===== config.mk =====
export PLATFORM = sky130hd
export DESIGN_NAME = axr_ctrl
export DESIGN_NICKNAME = d
export VERILOG_FILES = /design/src/inc/axr_pkg.sv /design/src/axr_ctrl.sv /design/src/axr_irq.sv /design/src/axr_pwr_sel.sv
export VERILOG_INCLUDE_DIRS = /design/src /design/src/inc
export SDC_FILE = /design/constraint.sdc
export NUM_CORES = 1
export LEC_CHECK = 0
export BUFFER_PORTS_ARGS = -buffer_cell sky130_fd_sc_hd__buf_2
export CAP_MARGIN = 20
export CORE_MARGIN = 2
export CORE_UTILIZATION = 47
export DETAILED_ROUTE_END_ITERATION = 8
export PLACE_DENSITY = 0.86
export SKIP_CTS_REPAIR_TIMING = 1
export SLEW_MARGIN = 20
export SYNTH_ARGS = -nofsm -noshare
export SYNTH_HDL_FRONTEND = slang
export SYNTH_SLANG_ARGS = --single-unit

===== constraint.sdc =====
create_clock -name sys_clk -period 3.5 [get_ports sys_clk]
set_clock_uncertainty 0.15 [all_clocks]
set_input_delay 0.525 -clock sys_clk [delete_from_list [all_inputs] [get_ports sys_clk]]
set_output_delay 0.525 -clock sys_clk [all_outputs]
set_load 0.02 [all_outputs]

===== src/inc/axr_defines.svh =====
// Constants of the auxiliary regulator control block.
// Assumes an 8-bit APB byte address and 32-bit data.
`ifndef AXR_DEFINES_SVH
`define AXR_DEFINES_SVH

// ****************************************
// Register byte offsets
// ****************************************
`define AXR_OFF_CTRL    8'h00
`define AXR_OFF_HWCTL   8'h04
`define AXR_OFF_STAT    8'h08
`define AXR_OFF_CLR     8'h0c
`define AXR_OFF_IEN     8'h10

// ****************************************
// Field positions
// ****************************************
`define AXR_CTRL_EN     0
`define AXR_CTRL_LVL    1
`define AXR_HW_LS       0
`define AXR_HW_STPKEEP  1
`define AXR_HW_UVKEEP   2
`define AXR_EV_OC       0
`define AXR_EV_UV       1
`define AXR_EV_ERR      2
`define AXR_STAT_LOCK   3
`define AXR_STAT_SHARE  4
`define AXR_STAT_ON     5
`define AXR_STAT_HP     6
`define AXR_STAT_LP     7
`define AXR_NEV         3

// ****************************************
// Reset values
// ****************************************
`define AXR_EV_RST      3'h0
`define AXR_RD_RST      32'h0000_0000

`endif


===== src/inc/axr_pkg.sv =====
// Types shared by the auxiliary regulator control block.
// Assumes the defines header is on the include path.
package axr_pkg;
  `include "axr_defines.svh"

  typedef enum logic [2:0] {
    AXR_MODE_INIT    = 3'h0,
    AXR_MODE_NORMAL  = 3'h1,
    AXR_MODE_STOP    = 3'h2,
    AXR_MODE_SLEEP   = 3'h3,
    AXR_MODE_RESTART = 3'h4,
    AXR_MODE_FAIL    = 3'h5
  } axr_mode_t;

  typedef enum logic [1:0] {
    AXR_CFG_NONE  = 2'h0,
    AXR_CFG_ALONE = 2'h1,
    AXR_CFG_SHARE = 2'h2
  } axr_cfg_t;

  typedef struct packed {
    axr_cfg_t    cfg;
    logic        en;
    logic        lvl;
    logic        stop_keep;
    logic        uv_keep;
    logic        want;
    logic        on;
    logic        v18;
    logic [31:0] rdata;
  } axr_main_st_t;

  typedef struct packed {
    logic [`AXR_NEV-1:0] sts;
    logic [`AXR_NEV-1:0] ien;
  } axr_irq_st_t;

  typedef struct packed {
    logic hp;
    logic lp;
  } axr_pwr_st_t;
endpackage


===== src/axr_ctrl.sv =====
// Auxiliary regulator control: configuration lock, mode behaviour,
// flags and APB register access.
// Assumes srst is the power-on reset and soft_rst a one-cycle pulse.
//
// The register addresses and the APB register port were decided locally.
`timescale 1ns/1ps
`include "axr_defines.svh"

// Notes on behaviour
// - Enable written in Normal selects stand-alone
// - Share select sets load-sharing, enable stays zero
// - First selection locks the configuration
// - Lock survives soft reset while powered
// - Level bit picks 3.3V/1.8V, stand-alone only
// - Regulator state follows system mode per configuration
// - Stand-alone regulator still switchable on/off
// - Stand-alone reconfiguration ignored, no error flag
// - Load-sharing reconfiguration sets error, unchanged
// - Share off in Stop unless kept, auto-return
// - Supply low turns off unless keep-on set
// - Stand-alone shunt limit sets overcurrent flag only
// - Stand-alone undervoltage sets undervoltage flag
// - Load-sharing: no undervoltage flag, off in Fail-Safe
// - Load-sharing never sets overcurrent flag
// - Stop low-power with high-power assist; Normal high-power
module axr_ctrl (
  // Clock and power-on reset
  input  wire logic              sys_clk,
  input  wire logic              srst,
  // APB slave
  input  wire logic              psel,
  input  wire logic              penable,
  input  wire logic              pwrite,
  input  wire logic [7:0]        paddr,
  input  wire logic [31:0]       pwdata,
  output logic      [31:0]       prdata,
  output logic                   pready,
  output logic                   pslverr,
  // System state
  input  wire axr_pkg::axr_mode_t sys_mode,
  input  wire logic              soft_rst,
  // Analog monitors
  input  wire logic              supply_low,
  input  wire logic              shunt_limit,
  input  wire logic              reg_uv,
  input  wire logic              drive_rise,
  input  wire logic              drive_fall,
  // Regulator controls
  output logic                   reg_on,
  output logic                   level_1v8,
  output logic                   hp_on,
  output logic                   lp_on,
  // Interrupt
  output logic                   irq
);
  import axr_pkg::*;

  // ****************************************
  // Declarations
  // ****************************************
  axr_main_st_t        st_ff;
  axr_main_st_t        nxt_st;
  logic                setup;
  logic                wr_en;
  logic                hit_ctrl;
  logic                hit_hw;
  logic                hit_stat;
  logic                hit_clr;
  logic                hit_ien;
  logic                mapped;
  logic                cmd_err;
  logic                low_pwr;
  logic [`AXR_NEV-1:0] ev_set;
  logic [`AXR_NEV-1:0] ev_clr;
  logic [`AXR_NEV-1:0] sts;
  logic [`AXR_NEV-1:0] ien;

  function automatic logic addr_hit(input logic [7:0] a,
                                    input logic [7:0] off);
    return a == off;
  endfunction

  // ****************************************
  // APB decode
  // ****************************************
  assign setup    = psel && !penable;
  assign wr_en    = psel && penable && pwrite;
  assign hit_ctrl = addr_hit(paddr, `AXR_OFF_CTRL);
  assign hit_hw   = addr_hit(paddr, `AXR_OFF_HWCTL);
  assign hit_stat = addr_hit(paddr, `AXR_OFF_STAT);
  assign hit_clr  = addr_hit(paddr, `AXR_OFF_CLR);
  assign hit_ien  = addr_hit(paddr, `AXR_OFF_IEN);
  assign mapped   = hit_ctrl || hit_hw || hit_stat || hit_clr || hit_ien;
  // Read data is captured in the setup cycle, so no wait state
  assign pready   = psel && penable;
  assign pslverr  = psel && penable && !mapped;
  assign prdata   = st_ff.rdata;

  // ****************************************
  // Configuration, mode and output logic
  // ****************************************
  always_comb begin
    nxt_st  = st_ff;
    cmd_err = 1'b0;

    if (setup && !pwrite) begin
      nxt_st.rdata = `AXR_RD_RST;
      if (hit_ctrl) begin
        nxt_st.rdata[`AXR_CTRL_EN]  = st_ff.en;
        nxt_st.rdata[`AXR_CTRL_LVL] = st_ff.lvl;
      end else if (hit_hw) begin
        nxt_st.rdata[`AXR_HW_LS]      = st_ff.cfg == AXR_CFG_SHARE;
        nxt_st.rdata[`AXR_HW_STPKEEP] = st_ff.stop_keep;
        nxt_st.rdata[`AXR_HW_UVKEEP]  = st_ff.uv_keep;
      end else if (hit_stat) begin
        nxt_st.rdata[`AXR_NEV-1:0]    = sts;
        nxt_st.rdata[`AXR_STAT_LOCK]  = st_ff.cfg != AXR_CFG_NONE;
        nxt_st.rdata[`AXR_STAT_SHARE] = st_ff.cfg == AXR_CFG_SHARE;
        nxt_st.rdata[`AXR_STAT_ON]    = st_ff.on;
        nxt_st.rdata[`AXR_STAT_HP]    = hp_on;
        nxt_st.rdata[`AXR_STAT_LP]    = lp_on;
      end else if (hit_ien) begin
        nxt_st.rdata[`AXR_NEV-1:0] = ien;
      end
    end

    if (wr_en && hit_ctrl) begin
      nxt_st.lvl = pwdata[`AXR_CTRL_LVL];
      unique case (st_ff.cfg)
        AXR_CFG_NONE: begin
          // Enable outside Normal does not select a configuration
          if (pwdata[`AXR_CTRL_EN] && sys_mode == AXR_MODE_NORMAL) begin
            nxt_st.cfg = AXR_CFG_ALONE;
            nxt_st.en  = 1'b1;
          end
        end
        AXR_CFG_ALONE: begin
          nxt_st.en = pwdata[`AXR_CTRL_EN];
        end
        AXR_CFG_SHARE: begin
          if (pwdata[`AXR_CTRL_EN]) begin
            cmd_err = 1'b1;
          end
        end
        default: begin
          nxt_st.cfg = AXR_CFG_NONE;
        end
      endcase
    end

    if (wr_en && hit_hw) begin
      nxt_st.stop_keep = pwdata[`AXR_HW_STPKEEP];
      nxt_st.uv_keep   = pwdata[`AXR_HW_UVKEEP];
      unique case (st_ff.cfg)
        AXR_CFG_NONE: begin
          if (pwdata[`AXR_HW_LS]) begin
            nxt_st.cfg = AXR_CFG_SHARE;
            nxt_st.en  = 1'b0;
          end
        end
        AXR_CFG_ALONE: begin
          // Share select silently dropped once stand-alone is locked
          nxt_st.cfg = AXR_CFG_ALONE;
        end
        AXR_CFG_SHARE: begin
          if (!pwdata[`AXR_HW_LS]) begin
            cmd_err = 1'b1;
          end
        end
        default: begin
          nxt_st.cfg = AXR_CFG_NONE;
        end
      endcase
    end

    // Soft reset returns control bits only; the lock stays
    if (soft_rst) begin
      nxt_st.en        = 1'b0;
      nxt_st.lvl       = 1'b0;
      nxt_st.stop_keep = 1'b0;
      nxt_st.uv_keep   = 1'b0;
    end

    unique case (sys_mode)
      AXR_MODE_INIT, AXR_MODE_FAIL: begin
        nxt_st.want = 1'b0;
      end
      AXR_MODE_NORMAL: begin
        if (st_ff.cfg == AXR_CFG_ALONE) begin
          nxt_st.want = nxt_st.en;
        end else begin
          // Load sharing comes back on by itself after Stop
          nxt_st.want = st_ff.cfg == AXR_CFG_SHARE;
        end
      end
      AXR_MODE_STOP: begin
        if (st_ff.cfg == AXR_CFG_SHARE && !st_ff.stop_keep) begin
          nxt_st.want = 1'b0;
        end
      end
      AXR_MODE_SLEEP: begin
        if (st_ff.cfg == AXR_CFG_SHARE) begin
          nxt_st.want = 1'b0;
        end
      end
      AXR_MODE_RESTART: begin
        if (st_ff.cfg == AXR_CFG_SHARE) begin
          nxt_st.want = 1'b1;
        end
      end
      default: begin
        nxt_st.want = 1'b0;
      end
    endcase

    // Supply drop gates the output but keeps the wish, so it
    // returns on its own when the supply recovers
    nxt_st.on  = nxt_st.want && !(supply_low && !st_ff.uv_keep);
    nxt_st.v18 = st_ff.cfg == AXR_CFG_ALONE && nxt_st.lvl;
  end

  always_ff @(posedge sys_clk) begin
    if (srst) begin
      st_ff <= '0;
    end else begin
      st_ff <= nxt_st;
    end
  end

  assign reg_on    = st_ff.on;
  assign level_1v8 = st_ff.v18;

  // ****************************************
  // Events and interrupt
  // ****************************************
  always_comb begin
    ev_set = `AXR_EV_RST;
    // Overcurrent and undervoltage flags exist only in stand-alone
    ev_set[`AXR_EV_OC]  = shunt_limit && st_ff.cfg == AXR_CFG_ALONE;
    ev_set[`AXR_EV_UV]  = reg_uv && st_ff.on &&
                          st_ff.cfg == AXR_CFG_ALONE;
    ev_set[`AXR_EV_ERR] = cmd_err;
    // Overcurrent cannot be cleared while the limit persists
    ev_clr = (wr_en && hit_clr) ? pwdata[`AXR_NEV-1:0] : `AXR_EV_RST;
  end

  axr_irq u_irq (
    .sys_clk  (sys_clk),
    .srst     (srst),
    .ev_set   (ev_set),
    .ev_clr   (ev_clr),
    .ien_wr   (wr_en && hit_ien),
    .ien_data (pwdata[`AXR_NEV-1:0]),
    .sts      (sts),
    .ien      (ien),
    .irq      (irq)
  );

  // ****************************************
  // Power stage selection
  // ****************************************
  assign low_pwr = sys_mode == AXR_MODE_STOP ||
                   sys_mode == AXR_MODE_SLEEP;

  axr_pwr_sel u_pwr (
    .sys_clk    (sys_clk),
    .srst       (srst),
    .reg_on     (st_ff.on),
    .low_pwr    (low_pwr),
    .drive_rise (drive_rise),
    .drive_fall (drive_fall),
    .hp_on      (hp_on),
    .lp_on      (lp_on)
  );
endmodule // axr_ctrl


===== src/axr_irq.sv =====
// Sticky event flags, enable mask and the level interrupt.
// Assumes set and clear strobes are one-cycle pulses on sys_clk.
`timescale 1ns/1ps
`include "axr_defines.svh"

module axr_irq (
  // Clock and reset
  input  wire logic                sys_clk,
  input  wire logic                srst,
  // Events and software access
  input  wire logic [`AXR_NEV-1:0] ev_set,
  input  wire logic [`AXR_NEV-1:0] ev_clr,
  input  wire logic                ien_wr,
  input  wire logic [`AXR_NEV-1:0] ien_data,
  // Results
  output logic      [`AXR_NEV-1:0] sts,
  output logic      [`AXR_NEV-1:0] ien,
  output logic                     irq
);
  import axr_pkg::*;

  axr_irq_st_t st_ff;
  axr_irq_st_t nxt_st;

  always_comb begin
    nxt_st = st_ff;
    // A new event wins over a clear in the same cycle
    nxt_st.sts = (st_ff.sts & ~ev_clr) | ev_set;
    if (ien_wr) begin
      nxt_st.ien = ien_data;
    end
  end

  always_ff @(posedge sys_clk) begin
    if (srst) begin
      st_ff <= {`AXR_EV_RST, `AXR_EV_RST};
    end else begin
      st_ff <= nxt_st;
    end
  end

  assign sts = st_ff.sts;
  assign ien = st_ff.ien;
  assign irq = |(st_ff.sts & st_ff.ien);
endmodule // axr_irq


===== src/axr_pwr_sel.sv =====
// Chooses low-power and high-power regulator stages.
// Assumes drive current comparator levels synchronous to sys_clk.
`timescale 1ns/1ps

module axr_pwr_sel (
  // Clock and reset
  input  wire logic sys_clk,
  input  wire logic srst,
  // Operating state
  input  wire logic reg_on,
  input  wire logic low_pwr,
  // Drive current comparators
  input  wire logic drive_rise,
  input  wire logic drive_fall,
  // Stage enables
  output logic      hp_on,
  output logic      lp_on
);
  import axr_pkg::*;

  axr_pwr_st_t st_ff;
  axr_pwr_st_t nxt_st;

  always_comb begin
    nxt_st = st_ff;
    if (!reg_on) begin
      nxt_st.hp = 1'b0;
      nxt_st.lp = 1'b0;
    end else if (!low_pwr) begin
      nxt_st.hp = 1'b1;
      nxt_st.lp = 1'b0;
    end else begin
      // Hysteresis: high-power stage helps only under heavy drive
      nxt_st.lp = 1'b1;
      if (drive_rise) begin
        nxt_st.hp = 1'b1;
      end else if (drive_fall) begin
        nxt_st.hp = 1'b0;
      end
    end
  end

  always_ff @(posedge sys_clk) begin
    if (srst) begin
      st_ff <= 2'h0;
    end else begin
      st_ff <= nxt_st;
    end
  end

  assign hp_on = st_ff.hp;
  assign lp_on = st_ff.lp;
endmodule // axr_pwr_sel


==> impl_metrics.csv, run 1 <==
group,metric,value,unit
sta,fin_ws,1.036,ns
critical_path,cp-end-kind,"primary output",
critical_path,path_cells,"buf_2 -> or4_1 -> nor2_1 -> a21boi_0 -> buf_2",
logic_synthesis,yosysSeqAreaShare,0.3203,
sta,rsz0062_at_grt,"no",
logic_synthesis,syn_avg_cell_area,8.139,um^2
cells_and_area,fin_area,1658,um^2
logic_synthesis,synth_cell_types,44,
drt,route.detailed.drc,0,
clock_network,cts_sinks,25,
grt,grt_pass1_wl,5492,um
logic_synthesis,ys_ff_latch,25,
job,cap_violations,0,
placement,dp_slack,0.8765,ns
cells_and_area,n_antenna_cell,0,
clock_network,clockBufferDepth,2,
logic_synthesis,synth_top_cell_by_area,"dfxtp_1",
sta,maxClockFrequency,405.8,MHz
sta,final_max_slew_viol_count,0,
critical_path,crit_fanout,6,
drt,drtIter0Drc,64,
floorplanning,coreArea,3103,um^2
drt,vias,1404,
cells_and_area,area_delta_synth_final,6.085,%
cells_and_area,fillers,322,
logic_synthesis,synth_edf_count,0,
critical_path,startpoint_type,"input pin",
power,leakage,0.7096,nW
outcome,status,"finished clean",
cells_and_area,drive_gt1_frac,0.2374,
sta,fin_crit_sh,0.7041,
floorplanning,dieHeight,61.66,um
logic_synthesis,netlist_top_cells_area,"dfxtp_1, buf_4, a21oi_1",
sta,setup_viol,0,
logic_synthesis,synth_ff_type,"dfxtp_1",
drt,wl,3448,um
clock_network,h-tree-depth,1,
critical_path,cp_common_cell,"buf_2",
logic_synthesis,yosysTopAreaCellShare,0.3203,
placement,portBuffers,39,
placement,placed_cell_area,1632,um^2
sta,slew_headroom,0.4921,
worst_hold_path,min_path_type,"input pin to flip-flop",
critical_path,crit_buf_inv,2,
critical_path,cp_slowest_cell,"or4_1",
grt,antenna_found_initial,0,
clock_network,clk_latency,0.32,ns
floorplanning,initial_core_util,0.5036,
clock_network,clockRootBuffer,"clkbuf_4",
critical_path,required,2.82,ns
cells_and_area,finalNetCount,274,
clock_network,cts_tree,"yes",
critical_path,max_stage_delay,0.62,ns
floorplanning,io_pins,93,
grt,grt_remaining_overflow,0,
sta,min_period,2.464,ns
drt,vias_per_cell,5.338,
logic_synthesis,synth_area,1563,um^2
clock_network,clk_pin_slew_worst_paths,0.13,ns
sta,fin_setup_tns,0,ns
critical_path,worstPathArrival,1.79,ns
grt,grt_pass1_vias,1174,
logic_synthesis,async_reset_ff_frac,0,
logic_synthesis,yosys_warnings,0,
drt,first_pass_iters,5,
placement,dp_hpwl,2608,um
cells_and_area,fin_util,0.5343,
grt,grt_use_total,0.1958,
placement,place.gp.congestion,0.8728,
drt,antenna_left,0,
critical_path,worstSetupPathType,"input pin to primary output",
power,power.density,297.8,nW/um^2
drt,wl_per_cell,13.11,um
cells_and_area,register_area,500.5,um^2
power,ir_drop,164.1,uV
floorplanning,fp.dieW,61.66,um
logic_synthesis,syn_inst,192,
floorplanning,rows,20,
cells_and_area,multi_input_area,847.1,um^2
clock_network,cts_buffers,3,
critical_path,crit_family,"simple AND/OR/NAND/NOR gates",
sta,finalHoldViolCount,0,
floorplanning,dieArea,3802,um^2
grt,grt_max_degree,18,
sta,tightest_slew,0.7549,ns
## cells by family after synthesis
family / synth area share
AND/OR/NAND/NOR: 0.2434
AO/OA/AOI/OAI: 0.2034
other: 0.002400
flip-flops: 0.3203
buffers and inverters: 0.1930
multiplexers: 0.03203
XOR/XNOR: 0.005606
## cell usage after synthesis (3+ instances only)
cell,number
nor4_1,3
clkbuf_1,6
dfxtp_1,25
nand2_1,7
inv_1,7
a21oi_1,13
mux2i_1,5
and3_1,4
nand3b_1,3
o21ai_0,9
nand2b_1,4
nand3_1,7
o32ai_1,3
buf_4,33
nor2_1,15
a31oi_1,5
a32oi_1,5
nor3_1,4
## through the flow
stage	std cells	total power [mW]	hold WS (ns)
3_5_place_dp	259	0.3719	0.2938
3_3_place_gp	259	0.3712	0.2874
4_1_cts	263	0.4961	0.2657
5_1_grt	263	0.5204	0.2691
6_report	263	0.4938	0.2721
2_1_floorplan	215	0.3680	0.2823
## per-layer routing
metal | share of wire | GRT usage
met1 | 0.47 | 0.2712
met2 | 0.46 | 0.2962
met3 | 0.065 | 0.05462
met4 | 0.0061 | 0.05775
met5 | 0 | 0
## state kept, by name, indices dropped and copies added (netlist names)
name	cells
prdata	8
u_pwr.hp_on	1
u_pwr.lp_on	1
u_irq.ien	3
st_ff	7
reg_on	1
u_irq.sts	3
level_1v8	1
## placed cells by master, fill, tap and decap left out, types with 5 or more instances in the layout
cell type and instances:
mux2i_1 5, dfxtp_1 25, a32oi_1 5, o21ai_0 9, a31oi_1 5, inv_1 7
buf_2 39, conb_1 24, nand3_1 7, a21oi_1 13, nor2_1 15, nand2_1 7
## worst register-to-register path: stages (launching register included)
cell	delay (ns)
dfxtp_1	0.48
or2b_2	0.36
or3_2	0.47
o21bai_1	0.17
o32ai_1	0.21
## power by group
group | switching (mW) | internal, mW | total (mW) | leakage [nW]
clock | 0.0822 | 0.0446 | 0.127 | 0.0150
sequential | 0.000722 | 0.286 | 0.286 | 0.201
combinational | 0.0583 | 0.0222 | 0.0805 | 0.493
## path summary, 6_finish.rpt
kind | start | cells past startpoint | slack [ns] | to
max | paddr[5] | 5 | 1.04 | pslverr
min reg2reg | prdata[2]$_SDFFE_PP0P_ | 2 | 0.30 | prdata[2]$_SDFFE_PP0P_
min | shunt_limit | 3 | 0.27 | u_irq.sts[0]$_SDFF_PP0_
max reg2reg | st_ff[39]$_SDFF_PP0_ | 4 | 1.59 | reg_on$_SDFF_PP0_
## cell type report
type,count,area share
Multi-Input combinational cell,143,0.5109
Inverter,7,0.01585
Timing Repair Buffer,40,0.1223
Clock buffer,4,0.01585
Tap cell,44,0.03321
Sequential cell,25,0.3019
Note: power is estimated with default switching activity, not from simulation.
==> run 2, diff against run 1 <==
- ABC_AREA: unset -> 1
- CORE_UTILIZATION: 47 -> 39
- PLACE_DENSITY: 0.86 -> 0.77
- clock period: 3.5 -> 2.2 ns (I/O delays scaled with it)
==> run 2 against run 1 <==
Effect of this change: worst setup slack worse by 0.53 ns; core utilization down 8.5 points; sequential power increased by 59%; sequential cell count is the same; critical path depth up 1; first-iteration DRC count up 30%; combinational power rose by 43%; final cell count rose by 14%; wire length fell by 5.7%; clock power increased by 120%; worst hold slack got worse by 0.14 ns; area after synthesis shrank 3.5%; critical path type unchanged; critical endpoint unchanged; largest cell class unchanged; largest power group unchanged.
==> impl_metrics.csv, run 2 <==
group,metric,value,unit
clock_network,clk_latency,0.27,ns
critical_path,crit_family,"simple AND/OR/NAND/NOR gates",
floorplanning,io_pins,93,
logic_synthesis,yosys_warnings,0,
floorplanning,rows,22,
clock_network,cts_buffers,3,
power,pwr-share-comb,0.136,
logic_synthesis,syn_avg_cell_area,6.916,um^2
cells_and_area,fin_util,0.4495,
power,swShare,0.2806,
logic_synthesis,netlist_top_cells_area,"dfxtp_1, buf_4, nand2_1",
drt,wl_per_cell,10.88,um
cells_and_area,finalNetCount,306,
sta,fin_crit_sh,0.7683,
job,cap_violations,0,
grt,grt_pass1_vias,1292,
drt,antenna_left,0,
critical_path,crit_buf_inv,2,
grt,grt_use_total,0.1569,
placement,dp_hpwl,2586,um
clock_network,h-tree-depth,1,
cells_and_area,fin_area,1658,um^2
floorplanning,dieHeight,66.18,um
cells_and_area,area_delta_synth_final,9.959,%
placement,placed_cell_area,1609,um^2
drt,drtIter0Drc,83,
floorplanning,dieArea,4379,um^2
drt,vias_per_cell,4.773,
logic_synthesis,synth_ff_type,"dfxtp_1",
worst_hold_path,min_path_type,"input pin to flip-flop",
cells_and_area,instances_no_fill,299,
floorplanning,fp.dieW,66.18,um
clock_network,cts_sinks,25,
power,p_seq_frac,0.536,
clock_network,clockRootBuffer,"clkbuf_8",
critical_path,crit_fanout,5,
grt,grt_remaining_overflow,0,
logic_synthesis,yosysSeqAreaShare,0.3320,
outcome,status,"finished clean",
critical_path,cp_slowest_cell,"nor2_1",
grt,antenna_found_initial,0,
logic_synthesis,yosysMostFrequentCell,"nand2_1",
power,p_total,850.9,uW
sta,setup_viol,0,
floorplanning,coreArea,3689,um^2
grt,grt_pass1_wl,5485,um
logic_synthesis,yosys-top-cells-count,"nand2_1, buf_4, inv_1",
clock_network,clockBufferDepth,2,
drt,route.detailed.drc,0,
sta,final_max_slew_viol_count,0,
power,p_int,612.2,uW
placement,placed_cells,295,
placement,place.gp.congestion,0.8246,
critical_path,path_cells,"buf_2 -> nor2_4 -> nand2_2 -> nor2_1 -> nor3_1 -> buf_2",
clock_network,cts_tree,"yes",
clock_network,clk_pin_slew_worst_paths,0.09,ns
sta,fin_setup_tns,0,ns
drt,wl,3252,um
power,ir_drop,249.1,uV
critical_path,startpoint,"paddr[1]",
logic_synthesis,synth_edf_count,0,
critical_path,cp_common_cell,"buf_2",
critical_path,max_stage_delay,0.29,ns
logic_synthesis,async_reset_ff_frac,0,
cells_and_area,mostFrequentLayoutCell,"buf_2",
worst_hold_path,holdPathStages,2,
sta,rsz0062_at_grt,"no",
grt,grt_max_degree,16,
logic_synthesis,syn_inst,218,
power,clkPwrFrac,0.329,
power,power.density,513.3,nW/um^2
sta,maxClockFrequency,591.6,MHz
critical_path,required,1.72,ns
critical_path,cp-end-kind,"primary output",
sta,finalHoldViolCount,0,
power,p_switching,238.8,uW
critical_path,worstPathArrival,1.21,ns
cells_and_area,largest_reg_flops,8,
sta,min_period,1.690,ns
critical_path,startpoint_type,"input pin",
logic_synthesis,synth_top_cell_by_area,"dfxtp_1",
cells_and_area,n_antenna_cell,0,
logic_synthesis,yosysTopAreaCellShare,0.3320,
cells_and_area,drive_gt1_frac,0.2271,
placement,portBuffers,39,
cells_and_area,final_cell_mix,"buf_2, nand2_1, inv_1",
worst_hold_path,hold_path.startpoint,"sys_mode[2]",
logic_synthesis,ys_ff_latch,25,
logic_synthesis,synth_area,1508,um^2
critical_path,worstSetupPathType,"input pin to primary output",
critical_path,r2r_start,"st_ff[40]$_SDFF_PP0_",
drt,first_pass_iters,4,
drt,vias,1427,
logic_synthesis,synth_cell_types,26,
critical_path,path_depth,6,
critical_path,worstRegToRegCells,9,
power,leakage,0.7860,nW
floorplanning,initial_core_util,0.4088,
[run 2: kinds of logic after synthesis]
family,share of synthesized area
buffers and inverters,0.2440
and+or+nand+nor,0.2697
AOI/OAI and AO/OA,0.1519
DFF,0.3320
other,0.002487
[run 2: metrics by stage]
step           setup slack (ns)  hold WS [ns]
2_1_floorplan            0.6805        0.2528
3_3_place_gp             0.4040        0.3047
3_5_place_dp             0.3785        0.3055
4_1_cts                  0.5094        0.1288
5_1_grt                  0.4045        0.1421
6_report                 0.5097        0.1357
[run 2: path summary, 6_finish.rpt]
path / slack [ns] / endpoint
worst min register to register: 0.32 / prdata[0]$_SDFFE_PP0P_
worst max-delay path: 0.51 / pslverr
worst max register to register: 0.61 / st_ff[34]$_SDFF_PP0_
worst min-delay path: 0.14 / u_pwr.lp_on$_SDFF_PP0_
[run 2: final cells by class]
class                   instances  area (um^2)
flip-flops and latches         25        500.5
clock buffers                   3        41.29
multi-input cells             150        725.7
well taps                      48        60.06
clock inverters                 1        7.507
inverters                      32        120.1
repair buffers                 40        202.7
fillers                       403         2031
[run 2: per-layer routing]
layer / vias to the layer above / track usage / wire length, um
met1: 643 / 0.2120 / 1407
met2: 63 / 0.2675 / 1598
met3: 0 / 0.01874 / 246
met5: - / 0 / 0
li1: 721 / - / -
met4: 0 / 0.03316 / 0
[run 2: power by group through the flow]
stage	logic (mW)	registers (mW)	clock network, mW
finish	0.115	0.456	0.280
global route	0.127	0.456	0.304
CTS	0.115	0.456	0.284
detailed placement	0.115	0.467	0
global placement	0.114	0.467	0
floorplan	0.110	0.466	0
